### config.mk
export PLATFORM = sky130hd
export DESIGN_NAME = timer_pwm_channel_logic
export DESIGN_NICKNAME = d
export VERILOG_FILES = /design/src/shared/timer_pkg.sv /design/src/shared/channel_if.sv /design/src/rtl/timer_pwm_channel_logic.sv /design/src/rtl/prescaler_tick.sv /design/src/rtl/pwm_output_stage.sv
export SDC_FILE = /design/constraint.sdc
export NUM_CORES = 1
export LEC_CHECK = 0
export ABC_AREA = 1
export ABC_CLOCK_PERIOD_IN_PS = 2200
export BUFFER_PORTS_ARGS = -buffer_cell sky130_fd_sc_hd__buf_2
export CORE_ASPECT_RATIO = 1.1
export CORE_MARGIN = 3
export CORE_UTILIZATION = 40
export CTS_CLUSTER_DIAMETER = 30
export CTS_CLUSTER_SIZE = 10
export DETAILED_ROUTE_END_ITERATION = 8
export PLACE_DENSITY_LB_ADDON = 0.08
export SYNTH_ARGS = -nofsm -noshare
export SYNTH_HDL_FRONTEND = slang
export SYNTH_SLANG_ARGS = --single-unit
### constraint.sdc
create_clock -name clk_i -period 2.2 [get_ports clk_i]
set_input_delay 0.11 -clock clk_i [delete_from_list [all_inputs] [get_ports clk_i]]
set_output_delay 0.11 -clock clk_i [all_outputs]
set_load 0.005 [all_outputs]
### src/shared/timer_pkg.sv
/*
 * Shared constants and the state type of the channel output stage.
 * Assumes a single 10 MHz clock and a synchronous, active-high reset.
 */
package timer_pkg;

	// ---------------------------------------------------------------
	// widths, reset values and the no-source prescale code
	// ---------------------------------------------------------------
	localparam int          CNT_W       = 16;
	localparam int          DIV_W       = 6;
	localparam logic [15:0] CNT_RESET   = 16'h0000;
	localparam logic [15:0] CMP_RESET   = 16'h0000;
	localparam logic [5:0]  DIV_RESET   = 6'h00;
	localparam logic [2:0]  PS_NONE     = 3'h7;

	// ---------------------------------------------------------------
	// edge/level select codes for compare channels
	// ---------------------------------------------------------------
	localparam logic [1:0] ELS_PORT    = 2'h0;
	localparam logic [1:0] ELS_TOGGLE  = 2'h1;
	localparam logic [1:0] ELS_CLEAR   = 2'h2;
	localparam logic [1:0] ELS_SET     = 2'h3;

	typedef struct packed {
		logic pin;
		logic oe;
	} out_state_t;

endpackage

### src/shared/channel_if.sv
/*
 * Carrier between the counter core and one channel output stage.
 * Assumes both ends share clk_i; all fields are same-cycle logic.
 */
interface channel_if;
	logic       tick;
	logic       wrap;
	logic       match;
	logic       drive;
	logic       preset_low;
	logic [1:0] els;
	logic       toggle_en;
	logic       full_duty;
	logic       pin;
	logic       oe;

	modport core (
		output tick, wrap, match, drive, preset_low, els, toggle_en, full_duty,
		input  pin, oe
	);
	modport stage (
		input  tick, wrap, match, drive, preset_low, els, toggle_en, full_duty,
		output pin, oe
	);
endinterface

### src/rtl/timer_pwm_channel_logic.sv
/*
 * Two-channel 16-bit timer core: counter, flags, buffered pair, pins.
 * Assumes all control ports come from logic on clk_i and are held
 * steady by software between its accesses.
 */
module timer_pwm_channel_logic import timer_pkg::*; (
	input  wire logic             clk_i,
	input  wire logic             rst_i,
	input  wire logic             counter_halt_bit_i,
	input  wire logic             counter_clear_i,
	input  wire logic [2:0]       prescale_sel_i,
	input  wire logic [CNT_W-1:0] period_limit_i,
	input  wire logic             wrap_irq_enable_i,
	input  wire logic [1:0]       cmp_wr_i,
	input  wire logic [CNT_W-1:0] cmp_data_i,
	input  wire logic             pair_link_bit_i,
	input  wire logic [1:0]       single_channel_select_i,
	input  wire logic [1:0]       edge_level_select0_i,
	input  wire logic [1:0]       edge_level_select1_i,
	input  wire logic [1:0]       wrap_toggle_enable_i,
	input  wire logic [1:0]       full_duty_select_i,
	input  wire logic [1:0]       channel_irq_enable_i,
	input  wire logic             wrap_flag_read_i,
	input  wire logic             wrap_flag_clear_i,
	input  wire logic [1:0]       chan_flag_read_i,
	input  wire logic [1:0]       chan_flag_clear_i,
	input  wire logic             wait_mode_i,
	input  wire logic             stop_mode_i,
	input  wire logic             break_i,
	input  wire logic             break_clear_permit_i,
	output logic [CNT_W-1:0]      counter_value_o,
	output logic                  wrap_flag_o,
	output logic [1:0]            channel_event_flag_o,
	output logic                  wrap_irq_o,
	output logic [1:0]            chan_irq_o,
	output logic                  wake_o,
	output logic                  active_pair_o,
	output logic                  first_channel_pin_o,
	output logic                  first_channel_pin_oe_o,
	output logic                  second_channel_pin_o,
	output logic                  second_channel_pin_oe_o
);
	// ---------------------------------------------------------------
	// state
	// ---------------------------------------------------------------
	typedef struct packed {
		logic [CNT_W-1:0] cnt;
		logic             wrap_flag;
		logic             wrap_arm;
		logic [1:0]       ch_flag;
		logic [1:0]       ch_arm;
		logic [CNT_W-1:0] cmp0;
		logic [CNT_W-1:0] cmp1;
		logic             act_sel;
		logic             last_sel;
	} core_state_t;

	core_state_t      st_reg;
	core_state_t      st_next;
	logic             tick;
	logic             run;
	logic             access_ok;
	logic             clear_ok;
	logic             at_limit;
	logic             wrap_ev;
	logic             linked;
	logic [CNT_W-1:0] cmp_a;
	logic [1:0]       out_mode;
	logic [1:0]       match;
	logic [1:0]       ch_ev;
	logic [1:0]       fa;

	channel_if ch0 ();
	channel_if ch1 ();

	// set beats clear; the arm step is lost when a new event lands
	function automatic logic [1:0] flag_step(input logic flag, input logic arm,
		input logic ev, input logic rd, input logic clr, input logic ok);
		logic f;
		logic a;
		f = flag;
		a = arm;
		if (ok && rd && flag) begin
			a = 1'b1;
		end
		if (ok && clr && arm) begin
			f = 1'b0;
			a = 1'b0;
		end
		if (ev) begin
			f = 1'b1;
			a = 1'b0;
		end
		return {f, a};
	endfunction

	// ---------------------------------------------------------------
	// counter clocking
	// ---------------------------------------------------------------
	assign run = !counter_halt_bit_i && !stop_mode_i && !break_i;

	prescaler_tick u_presc (
		.clk_i   (clk_i),
		.rst_i   (rst_i),
		.clear_i (counter_clear_i),
		.run_i   (run),
		.sel_i   (prescale_sel_i),
		.tick_o  (tick)
	);

	// ---------------------------------------------------------------
	// next state
	// ---------------------------------------------------------------
	always_comb begin
		st_next   = st_reg;
		access_ok = !wait_mode_i;
		// with the permit low, break reads and writes leave flags alone
		clear_ok  = access_ok && (!break_i || break_clear_permit_i);
		linked    = pair_link_bit_i;
		at_limit  = (st_reg.cnt == period_limit_i);
		wrap_ev   = tick && at_limit && !counter_clear_i;
		cmp_a     = (linked && st_reg.act_sel) ? st_reg.cmp1 : st_reg.cmp0;
		// first channel in compare mode, or driven by the pair
		out_mode[0] = (linked || single_channel_select_i[0]) && (edge_level_select0_i != ELS_PORT);
		out_mode[1] = !linked && single_channel_select_i[1] && (edge_level_select1_i != ELS_PORT);
		// compare against the live register: no shadow in single mode
		match[0]  = tick && !counter_clear_i && (st_reg.cnt == cmp_a);
		match[1]  = tick && !counter_clear_i && !linked && (st_reg.cnt == st_reg.cmp1);
		ch_ev     = match & out_mode;

		if (counter_clear_i) begin
			st_next.cnt = CNT_RESET;
		end else if (tick) begin
			st_next.cnt = at_limit ? CNT_RESET : st_reg.cnt + CNT_W'(1);
		end

		fa = flag_step(st_reg.wrap_flag, st_reg.wrap_arm, wrap_ev,
			wrap_flag_read_i, wrap_flag_clear_i, clear_ok);
		st_next.wrap_flag = fa[1];
		st_next.wrap_arm  = fa[0];
		for (int i = 0; i < 2; i++) begin
			fa = flag_step(st_reg.ch_flag[i], st_reg.ch_arm[i], ch_ev[i],
				chan_flag_read_i[i], chan_flag_clear_i[i], clear_ok);
			st_next.ch_flag[i] = fa[1];
			st_next.ch_arm[i]  = fa[0];
		end

		if (access_ok && cmp_wr_i[0]) begin
			st_next.cmp0     = cmp_data_i;
			st_next.last_sel = 1'b0;
		end
		if (access_ok && cmp_wr_i[1]) begin
			st_next.cmp1     = cmp_data_i;
			st_next.last_sel = 1'b1;
		end
		if (!linked) begin
			// a fresh link always starts from the first pair
			st_next.act_sel  = 1'b0;
			st_next.last_sel = 1'b0;
		end else if (wrap_ev) begin
			st_next.act_sel = st_next.last_sel;
		end
	end

	always_ff @(posedge clk_i) begin
		if (rst_i) begin
			st_reg      <= '0;
			st_reg.cmp0 <= CMP_RESET;
			st_reg.cmp1 <= CMP_RESET;
		end else begin
			st_reg <= st_next;
		end
	end

	// ---------------------------------------------------------------
	// channel output stages
	// ---------------------------------------------------------------
	assign ch0.tick       = tick;
	assign ch0.wrap       = wrap_ev;
	assign ch0.match      = match[0];
	assign ch0.drive      = out_mode[0];
	assign ch0.preset_low = single_channel_select_i[0];
	assign ch0.els        = edge_level_select0_i;
	assign ch0.toggle_en  = wrap_toggle_enable_i[0];
	assign ch0.full_duty  = full_duty_select_i[0];

	assign ch1.tick       = tick;
	assign ch1.wrap       = wrap_ev && !linked;
	assign ch1.match      = match[1];
	assign ch1.drive      = out_mode[1];
	assign ch1.preset_low = single_channel_select_i[1];
	assign ch1.els        = edge_level_select1_i;
	assign ch1.toggle_en  = wrap_toggle_enable_i[1];
	assign ch1.full_duty  = full_duty_select_i[1];

	pwm_output_stage u_out0 (
		.clk_i (clk_i),
		.rst_i (rst_i),
		.ch    (ch0.stage)
	);

	pwm_output_stage u_out1 (
		.clk_i (clk_i),
		.rst_i (rst_i),
		.ch    (ch1.stage)
	);

	// ---------------------------------------------------------------
	// outputs
	// ---------------------------------------------------------------
	assign counter_value_o         = st_reg.cnt;
	assign wrap_flag_o             = st_reg.wrap_flag;
	assign channel_event_flag_o    = st_reg.ch_flag;
	assign active_pair_o           = st_reg.act_sel;
	assign wrap_irq_o              = st_reg.wrap_flag && wrap_irq_enable_i;
	assign chan_irq_o              = st_reg.ch_flag & channel_irq_enable_i;
	assign wake_o                  = wait_mode_i && (wrap_irq_o || (|chan_irq_o));
	assign first_channel_pin_o     = ch0.pin;
	assign first_channel_pin_oe_o  = ch0.oe;
	assign second_channel_pin_o    = ch1.pin;
	assign second_channel_pin_oe_o = ch1.oe;
endmodule

### src/rtl/prescaler_tick.sv
/*
 * Prescaler: divides the bus clock and emits one-cycle timer ticks.
 * Assumes clear and run come from logic on the same clock.
 */
module prescaler_tick import timer_pkg::*; (
	input  wire logic       clk_i,
	input  wire logic       rst_i,
	input  wire logic       clear_i,
	input  wire logic       run_i,
	input  wire logic [2:0] sel_i,
	output logic            tick_o
);
	logic [DIV_W-1:0] div_reg;
	logic [DIV_W-1:0] div_next;
	logic [DIV_W-1:0] mask;

	function automatic logic [DIV_W-1:0] div_mask(input logic [2:0] s);
		return DIV_W'((7'h01 << s) - 7'h01);
	endfunction

	always_comb begin
		mask     = div_mask(sel_i);
		// the unused select code never ticks, so the counter stays put
		tick_o   = run_i && (sel_i != PS_NONE) && ((div_reg & mask) == mask);
		div_next = div_reg;
		if (clear_i) begin
			div_next = DIV_RESET;
		end else if (run_i) begin
			div_next = div_reg + DIV_W'(1);
		end
	end

	always_ff @(posedge clk_i) begin
		if (rst_i) begin
			div_reg <= DIV_RESET;
		end else begin
			div_reg <= div_next;
		end
	end
endmodule

### src/rtl/pwm_output_stage.sv
/*
 * One channel pin: toggle on wrap, forced level on compare, full duty.
 * Assumes the core only raises wrap and match together with tick.
 */
module pwm_output_stage import timer_pkg::*; (
	input  wire logic clk_i,
	input  wire logic rst_i,
	channel_if.stage  ch
);
	out_state_t st_reg;
	out_state_t st_next;

	always_comb begin
		st_next = st_reg;
		if (!ch.drive) begin
			// port owns the pin; keep the preset level ready for hand-over
			st_next.oe  = 1'b0;
			st_next.pin = !ch.preset_low;
		end else begin
			st_next.oe = 1'b1;
			if (ch.full_duty && ch.toggle_en) begin
				st_next.pin = !ch.els[0];
			end else begin
				if (ch.tick && ch.wrap && ch.toggle_en) begin
					st_next.pin = !st_reg.pin;
				end
				// compare acts after the wrap toggle in the same tick
				if (ch.tick && ch.match) begin
					case (ch.els)
						ELS_TOGGLE: st_next.pin = !st_next.pin;
						ELS_CLEAR:  st_next.pin = 1'b0;
						ELS_SET:    st_next.pin = 1'b1;
						default:    st_next.pin = st_next.pin;
					endcase
				end
			end
		end
	end

	always_ff @(posedge clk_i) begin
		if (rst_i) begin
			st_reg <= '0;
		end else begin
			st_reg <= st_next;
		end
	end

	assign ch.pin = st_reg.pin;
	assign ch.oe  = st_reg.oe;
endmodule

==> run_summary.xml, run 1 <==
<?xml version="1.0" encoding="UTF-8"?>
<metrics>
  <group name="placement">
    <metric name="weighted_congestion_reported_at_the_end_of_routability_driven_placement" unit="">0.879</metric>
    <metric name="placedInstanceArea" unit="mm²">0.00459</metric>
    <metric name="port_buffers" unit="">92</metric>
    <metric name="pre_cts_slack" unit="ns">0.0887</metric>
    <metric name="detailed_place_hpwl" unit="µm">9500</metric>
  </group>
  <group name="yosys">
    <metric name="multiplexer_fraction_of_the_synthesized_cell_area" unit="%">0</metric>
    <metric name="seq_area_frac_synth" unit="%">32.3</metric>
    <metric name="synthesis.yosys.warnings" unit="">0</metric>
    <metric name="synth-compound-area-share" unit="%">15.4</metric>
    <metric name="dominantRegCellSynth" unit="">sky130_fd_sc_hd__dfxtp_1</metric>
    <metric name="synth-xor-area-share" unit="%">0.858</metric>
    <metric name="yosys.area_share.simple" unit="%">36.9</metric>
    <metric name="synth-edff-count" unit="">0</metric>
    <metric name="postSynth.asyncResetShare" unit="%">0</metric>
    <metric name="synth_area_per_cell" unit="µm²">6.18</metric>
    <metric name="cell_area_synth" unit="mm²">0.00409</metric>
    <metric name="adder_cell_fraction_of_synth_area" unit="%">0.613</metric>
    <metric name="synthesis.nets" unit="">728</metric>
    <metric name="dominant_combinational_cell_family_by_area_after_synthesis" unit="">simple AND/OR/NAND/NOR gates</metric>
    <metric name="yosys_register_bits" unit="">66</metric>
    <metric name="ys_types" unit="">40</metric>
    <metric name="netlist_instances" unit="">661</metric>
  </group>
  <group name="route">
    <metric name="drtIter0Drc" unit="">175</metric>
    <metric name="detail_route.vias_per_cell" unit="">4.92</metric>
    <metric name="wl" unit="µm">12000</metric>
    <metric name="route.antenna.remaining_nets" unit="">0</metric>
    <metric name="via_count" unit="">4295</metric>
    <metric name="wl_per_cell" unit="µm">13.7</metric>
    <metric name="drt_first_pass_iters" unit="">4</metric>
    <metric name="post-route-drc-count" unit="">0</metric>
  </group>
  <group name="die">
    <metric name="io_pins" unit="">93</metric>
    <metric name="rows" unit="">38</metric>
    <metric name="fp.dieH" unit="µm">112</metric>
    <metric name="core_area" unit="mm²">0.00989</metric>
    <metric name="design.die.area" unit="mm²">0.0115</metric>
    <metric name="die_width" unit="µm">102</metric>
    <metric name="starting_density" unit="%">41.3</metric>
  </group>
  <group name="min_path">
    <metric name="worstHoldPathCells" unit="">2</metric>
    <metric name="beginning_of_the_worst_hold_path" unit="">rst_i</metric>
    <metric name="hold_path_class" unit="">in2reg</metric>
    <metric name="min_delay_worst_endpoint" unit="">u_out1.ch.pin</metric>
  </group>
  <group name="grt">
    <metric name="grt_usage" unit="%">21.6</metric>
    <metric name="groute.layer.met1.usage" unit="%">27.8</metric>
    <metric name="grt.met2_usage" unit="%">35.6</metric>
    <metric name="grt_max_degree" unit="">21</metric>
    <metric name="first_pass_grt_wire_length" unit="µm">19600</metric>
    <metric name="globalRouteOverflowTotal" unit="">0</metric>
    <metric name="grt_peak_use_layer" unit="">met2</metric>
    <metric name="gr_util_met3" unit="%">4.45</metric>
    <metric name="antenna_violations_before_repair" unit="">0</metric>
    <metric name="grt_pass1_vias" unit="">4138</metric>
  </group>
  <group name="timing">
    <metric name="timing.clock.skew" unit="ns">0.0108</metric>
    <metric name="number_of_endpoints_with_negative_hold_slack_in_the_final_report" unit="">0</metric>
    <metric name="fmaxAchievable" unit="MHz">505</metric>
    <metric name="post-route-period-util" unit="%">90.0</metric>
    <metric name="timing_max_transition_violations_final" unit="">0</metric>
    <metric name="final.hold.worst_slack" unit="ns">0.0120</metric>
    <metric name="rsz0062_at_grt" unit="">yes</metric>
    <metric name="timing_worst_slew_pin_value" unit="ns">0.621</metric>
    <metric name="min_period" unit="ns">1.98</metric>
    <metric name="final_setup_violation_count" unit="">0</metric>
    <metric name="post-route-worst-setup-slack" unit="ns">0.220</metric>
    <metric name="slew-limit-headroom" unit="%">58.5</metric>
  </group>
  <group name="setup_path">
    <metric name="critPathLaunchType" unit="">register</metric>
    <metric name="worst-path-max-fanout" unit="">15</metric>
    <metric name="critical_path_buf_inv_count" unit="">2</metric>
    <metric name="rr_worst_depth" unit="">16</metric>
    <metric name="critPathRequiredTime" unit="ns">2.45</metric>
    <metric name="endpoint_kind" unit="">register</metric>
    <metric name="worst-setup-path-type" unit="">reg2reg</metric>
    <metric name="cp_slowest_cell" unit="">sky130_fd_sc_hd__dfxtp_1</metric>
    <metric name="worst_path_most_repeated_cell" unit="">sky130_fd_sc_hd__nand2_1</metric>
    <metric name="critical_path.reg2reg.endpoint" unit="">u_out0.ch.pin</metric>
    <metric name="cpPeakStageDelay" unit="ns">0.37</metric>
    <metric name="worst_ep_arrival_time" unit="ns">2.23</metric>
    <metric name="timing.rr.start" unit="">active_pair_o</metric>
    <metric name="timing.critical_path.cells" unit="">nand2_4 &gt; buf_4 &gt; nand2_1 &gt; o21ai_1 &gt; nand2_1 &gt; nand2_1 &gt; nor2_1 &gt; nand2_1 &gt; nor2_1 &gt; nand2_1 &gt; nand2_1 &gt; nand2_1 &gt; inv_1 &gt; nand2_1 &gt; nand2_1 &gt; a21oi_2</metric>
    <metric name="path_delay_family" unit="">simple AND/OR/NAND/NOR gates</metric>
    <metric name="r2r_setup_slack" unit="ns">0.22</metric>
  </group>
  <group name="finish">
    <metric name="design.final.nets" unit="">814</metric>
    <metric name="drive_above_1_share" unit="%">21.8</metric>
    <metric name="mostFrequentLayoutCell" unit="">sky130_fd_sc_hd__nand2_1</metric>
    <metric name="most_used_cells_in_the_layout_excluding_fill_and_tap_cells" unit="">sky130_fd_sc_hd__nand2_1 (203), sky130_fd_sc_hd__buf_2 (92), sky130_fd_sc_hd__inv_1 (80)</metric>
    <metric name="fin_util" unit="%">49.0</metric>
    <metric name="design_area" unit="mm²">0.00485</metric>
    <metric name="area_delta_synth_final" unit="%">18.7</metric>
    <metric name="largest_register_ffs" unit="">36</metric>
  </group>
  <group name="clock_network">
    <metric name="count_of_h_tree_levels_built_during_cts" unit="">3</metric>
    <metric name="cts.repair_timing.setup_buffer_count" unit="">0</metric>
    <metric name="skew_pair_late_insertion_delay" unit="ns">0.36</metric>
    <metric name="cts_max_path_buffers" unit="">2</metric>
    <metric name="cts.reportedPaths.clkPinSlew" unit="ns">0.07</metric>
    <metric name="cts_inserted_buffers" unit="">9</metric>
    <metric name="clock_tree_from_tritoncts" unit="">done</metric>
    <metric name="root_buffer" unit="">sky130_fd_sc_hd__clkbuf_8</metric>
    <metric name="clock-sinks" unit="">66</metric>
  </group>
  <group name="power_and_ir_drop">
    <metric name="cellPowerDensity" unit="mW/mm²">575</metric>
    <metric name="leakagePower" unit="nW">2.41</metric>
    <metric name="peak_supply_drop" unit="µV">326</metric>
    <metric name="p_total" unit="W">0.00279</metric>
  </group>
  <group name="run">
    <metric name="cap_viol_max_count" unit="">0</metric>
  </group>
  <group name="outcome">
    <metric name="run_status" unit="">finished, final reports clean</metric>
  </group>
</metrics>
[cells by family (layout without fill, tap and decap cells)]
kind of cell / count (synthesis) / in the layout
other cells: 0 / 1
buf+inv: 123 / 214
flops: 66 / 66
compound gates: 114 / 114
xor+xnor: 4 / 4
fa+ha+maj: 2 / 2
simple gates: 352 / 352
[worst register-to-register path, delay by kind of cell, from the launching register on]
family / cells / cell delay, ns
simple gates: 12 / 1.16
buf+inv: 2 / 0.25
flops: 1 / 0.37
compound gates: 2 / 0.11
[per-layer routing]
metal / up-vias / part of all wire (%)
met5: - / 0
li1: 2261 / -
met4: 0 / 1.6
met2: 100 / 47
met1: 1923 / 47
met3: 11 / 4.6
[final cells by class]
type / instances / area (µm²)
Clock buffer: 10 / 138
Antenna cell: 1 / 2.50
Fill cell: 1068 / 5040
Inverter: 86 / 323
Clock inverter: 6 / 80.1
Sequential cell: 66 / 1330
Timing Repair Buffer: 112 / 613
Multi-Input combinational cell: 472 / 2210
Tap cell: 120 / 150
[stage by stage]
step           cells  setup TNS [ns]
3_5_place_dp     855               0
6_report         873               0
3_3_place_gp     855               0
5_1_grt          872        -0.00846
2_1_floorplan    661               0
4_1_cts          872               0
[worst max-delay path by stage]
| stage | startpoint | to | slack, ns | cells after the start |
|---|---|---|---|---|
| after floorplan | u_presc.div_reg[0] | counter_value_o[11] | 0.52 | 11 |
| after global placement | counter_value_o[13] | counter_value_o[10] | 0.11 | 13 |
| after detailed placement | counter_value_o[13] | counter_value_o[10] | 0.09 | 13 |
| after CTS | counter_value_o[13] | counter_value_o[10] | 0.07 | 13 |
| after global routing | counter_value_o[5] | counter_value_o[10] | -0.008 | 13 |
| final | active_pair_o | u_out0.ch.pin | 0.22 | 16 |
[cells in the mapped netlist, types with 3 or more instances]
library cell,n,area share (%)
sky130_fd_sc_hd__xor2_1,4,0.86
sky130_fd_sc_hd__nor3_1,6,0.74
sky130_fd_sc_hd__o21ai_1,9,1.1
sky130_fd_sc_hd__clkbuf_1,8,0.74
sky130_fd_sc_hd__nand3_1,41,5.0
sky130_fd_sc_hd__dfxtp_1,66,32
sky130_fd_sc_hd__buf_4,21,3.9
sky130_fd_sc_hd__nand4_1,10,1.5
sky130_fd_sc_hd__nand2_2,6,0.92
sky130_fd_sc_hd__nor2_2,5,0.77
sky130_fd_sc_hd__inv_1,80,7.4
sky130_fd_sc_hd__buf_2,3,0.37
sky130_fd_sc_hd__a21oi_1,37,4.5
sky130_fd_sc_hd__o21ai_0,45,5.5
sky130_fd_sc_hd__nor2_1,70,6.4
sky130_fd_sc_hd__inv_2,6,0.55
sky130_fd_sc_hd__nand2_1,203,19
sky130_fd_sc_hd__o211ai_1,7,1.3
sky130_fd_sc_hd__buf_6,3,0.83
sky130_fd_sc_hd__a211oi_1,3,0.55
[report_power, final]
part	switching (W)	internal, W	total, W
clock network	0.000494	0.000661	0.00116
logic	0.000219	0.000146	0.000365
registers	0.0000273	0.00124	0.00127
total	0.000740	0.00205	0.00279
[timing repair]
item,in CTS,in global routing
setup endpoints to repair,0,14
endpoints found under the hold margin,1,0
gates resized for setup,0,12
hold buffers,1,0
(Power assumes the default switching activity.)
==> run 2: changes to the inputs <==
PLACE_DENSITY_LB_ADDON = default   (was 0.08)
==> run 2 against run 1 <==
Compared with the run above: via count rose by 0.86%; sequential share of layout area grew 0.31 points; critical path depth shrank 3; total power is 9.2% lower; clock skew is essentially flat; largest power group unchanged.
==> run_summary.xml, run 2 (synthesis gave the netlist of run 1 again) <==
<?xml version="1.0" encoding="UTF-8"?>
<metrics>
  <group name="timing">
    <metric name="post-route-period-util" unit="%">91.5</metric>
    <metric name="timing_max_transition_violations_final" unit="">0</metric>
    <metric name="number_of_endpoints_with_negative_hold_slack_in_the_final_report" unit="">0</metric>
    <metric name="min_period" unit="ns">2.01</metric>
    <metric name="final_setup_violation_count" unit="">0</metric>
    <metric name="slew-limit-headroom" unit="%">60.1</metric>
    <metric name="timing.clock.skew" unit="ns">0.0110</metric>
    <metric name="rsz0062_at_grt" unit="">yes</metric>
    <metric name="final.hold.worst_slack" unit="ns">0.0199</metric>
    <metric name="fmaxAchievable" unit="MHz">497</metric>
    <metric name="post-route-worst-setup-slack" unit="ns">0.186</metric>
    <metric name="timing_worst_slew_pin_value" unit="ns">0.598</metric>
  </group>
  <group name="placement">
    <metric name="port_buffers" unit="">92</metric>
    <metric name="detailed_place_hpwl" unit="µm">9540</metric>
    <metric name="weighted_congestion_reported_at_the_end_of_routability_driven_placement" unit="">0.856</metric>
    <metric name="pre_cts_slack" unit="ns">0.0627</metric>
  </group>
  <group name="die">
    <metric name="io_pins" unit="">93</metric>
    <metric name="design.die.area" unit="mm²">0.0115</metric>
    <metric name="rows" unit="">38</metric>
    <metric name="core_area" unit="mm²">0.00989</metric>
    <metric name="starting_density" unit="%">41.3</metric>
    <metric name="fp.dieH" unit="µm">112</metric>
    <metric name="die_width" unit="µm">102</metric>
  </group>
  <group name="route">
    <metric name="drtIter0Drc" unit="">189</metric>
    <metric name="wl" unit="µm">12200</metric>
    <metric name="via_count" unit="">4332</metric>
    <metric name="post-route-drc-count" unit="">0</metric>
    <metric name="detail_route.vias_per_cell" unit="">5.00</metric>
    <metric name="route.antenna.remaining_nets" unit="">0</metric>
    <metric name="wl_per_cell" unit="µm">14.0</metric>
    <metric name="drt_first_pass_iters" unit="">5</metric>
  </group>
  <group name="finish">
    <metric name="area_delta_synth_final" unit="%">17.1</metric>
    <metric name="fin_util" unit="%">48.4</metric>
    <metric name="most_used_cells_in_the_layout_excluding_fill_and_tap_cells" unit="">sky130_fd_sc_hd__nand2_1 (201), sky130_fd_sc_hd__buf_2 (92), sky130_fd_sc_hd__inv_1 (80)</metric>
    <metric name="drive_above_1_share" unit="%">21.0</metric>
    <metric name="mostFrequentLayoutCell" unit="">sky130_fd_sc_hd__nand2_1</metric>
    <metric name="largest_register_ffs" unit="">36</metric>
    <metric name="design.final.nets" unit="">811</metric>
    <metric name="count_of_inserted_antenna_diode_cells" unit="">0</metric>
  </group>
  <group name="setup_path">
    <metric name="endpoint_kind" unit="">register</metric>
    <metric name="worst-path-max-fanout" unit="">12</metric>
    <metric name="critPathRequiredTime" unit="ns">2.43</metric>
    <metric name="worst_path_most_repeated_cell" unit="">sky130_fd_sc_hd__nand2_1</metric>
    <metric name="cpPeakStageDelay" unit="ns">0.54</metric>
    <metric name="timing.critical_path.cells" unit="">inv_1 &gt; nand2_1 &gt; nand2_1 &gt; nor2_1 &gt; nand2_1 &gt; nor2_2 &gt; nand2_4 &gt; nor2_1 &gt; inv_1 &gt; nand2_1 &gt; inv_1 &gt; o21ai_0 &gt; a22oi_1</metric>
    <metric name="worst_ep_arrival_time" unit="ns">2.25</metric>
    <metric name="worst-setup-path-type" unit="">reg2reg</metric>
    <metric name="critPathLaunchType" unit="">register</metric>
    <metric name="cp_slowest_cell" unit="">sky130_fd_sc_hd__dfxtp_1</metric>
  </group>
  <group name="power_and_ir_drop">
    <metric name="peak_supply_drop" unit="µV">238</metric>
    <metric name="leakagePower" unit="nW">2.38</metric>
    <metric name="cellPowerDensity" unit="mW/mm²">529</metric>
    <metric name="p_total" unit="W">0.00253</metric>
  </group>
  <group name="outcome">
    <metric name="run_status" unit="">finished, final reports clean</metric>
  </group>
  <group name="clock_network">
    <metric name="clock-sinks" unit="">66</metric>
    <metric name="cts_inserted_buffers" unit="">9</metric>
    <metric name="count_of_h_tree_levels_built_during_cts" unit="">3</metric>
    <metric name="cts.reportedPaths.clkPinSlew" unit="ns">0.07</metric>
    <metric name="root_buffer" unit="">sky130_fd_sc_hd__clkbuf_8</metric>
    <metric name="skew_pair_late_insertion_delay" unit="ns">0.36</metric>
    <metric name="clock_tree_from_tritoncts" unit="">done</metric>
    <metric name="cts_max_path_buffers" unit="">2</metric>
  </group>
  <group name="grt">
    <metric name="first_pass_grt_wire_length" unit="µm">20200</metric>
    <metric name="grt_peak_use_layer" unit="">met2</metric>
    <metric name="antenna_violations_before_repair" unit="">0</metric>
    <metric name="groute.layer.met1.usage" unit="%">29.0</metric>
    <metric name="grt_pass1_vias" unit="">4246</metric>
    <metric name="globalRouteOverflowTotal" unit="">0</metric>
    <metric name="grt.met2_usage" unit="%">36.5</metric>
    <metric name="grt_usage" unit="%">22.4</metric>
    <metric name="gr_util_met3" unit="%">5.39</metric>
    <metric name="grt_max_degree" unit="">34</metric>
  </group>
  <group name="min_path">
    <metric name="hold_path_class" unit="">in2reg</metric>
  </group>
  <group name="run">
    <metric name="cap_viol_max_count" unit="">0</metric>
  </group>
</metrics>
[run 2: cell type report]
| cell class | count | area (µm²) |
|---|---|---|
| Multi-Input combinational cell | 472 | 2230 |
| Clock buffer | 13 | 159 |
| Sequential cell | 66 | 1330 |
| Inverter | 86 | 323 |
| Fill cell | 1073 | 5110 |
| Timing Repair Buffer | 109 | 591 |
| Tap cell | 120 | 150 |
[run 2: through the flow]
step | instance area, µm² | setup TNS, ns | std cells
floorplan | 4090 | 0 | 661
global placement | 4560 | 0 | 851
detailed placement | 4560 | 0 | 851
CTS | 4730 | 0 | 865
global route | 4780 | -0.0439 | 866
finish | 4780 | 0 | 866
[run 2: critical path, delay by kind of cell (launching register included)]
kind / cells / cell delay [ns]
and+or+nand+nor: 8 / 0.79
DFF: 1 / 0.54
buffers and inverters: 3 / 0.31
AOI/OAI and AO/OA: 2 / 0.25
[run 2: worst paths after layout]
kind	startpoint	endpoint	slack, ns	cells past startpoint
setup / recovery	counter_value_o[7]	counter_value_o[10]	0.19	13
hold / removal	rst_i	u_out0.ch.oe	0.02	2
setup reg to reg	counter_value_o[7]	counter_value_o[10]	0.19	13
hold reg to reg	st_reg[34]	st_reg[34]	0.46	2
[run 2: power by group]
| group | leakage (nW) | switching, W | internal (W) |
|---|---|---|---|
| logic | 1.75 | 0.000212 | 0.000143 |
| clock network | 0.0815 | 0.000453 | 0.000453 |
| registers | 0.542 | 0.0000279 | 0.00124 |
[run 2: repair_timing]
item | in CTS | in global routing
endpoints found under the setup margin | 0 | 14
gates resized for setup | 0 | 15
endpoints found under the hold margin | 1 | 0
setup buffers | 0 | 1
hold buffers | 1 | 0
[run 2: metal layers]
layer	share of wire [%]	up-vias
met3	6.2	11
met2	47	128
met1	46	1933
li1	-	2260
met4	1.3	0
met5	0	-
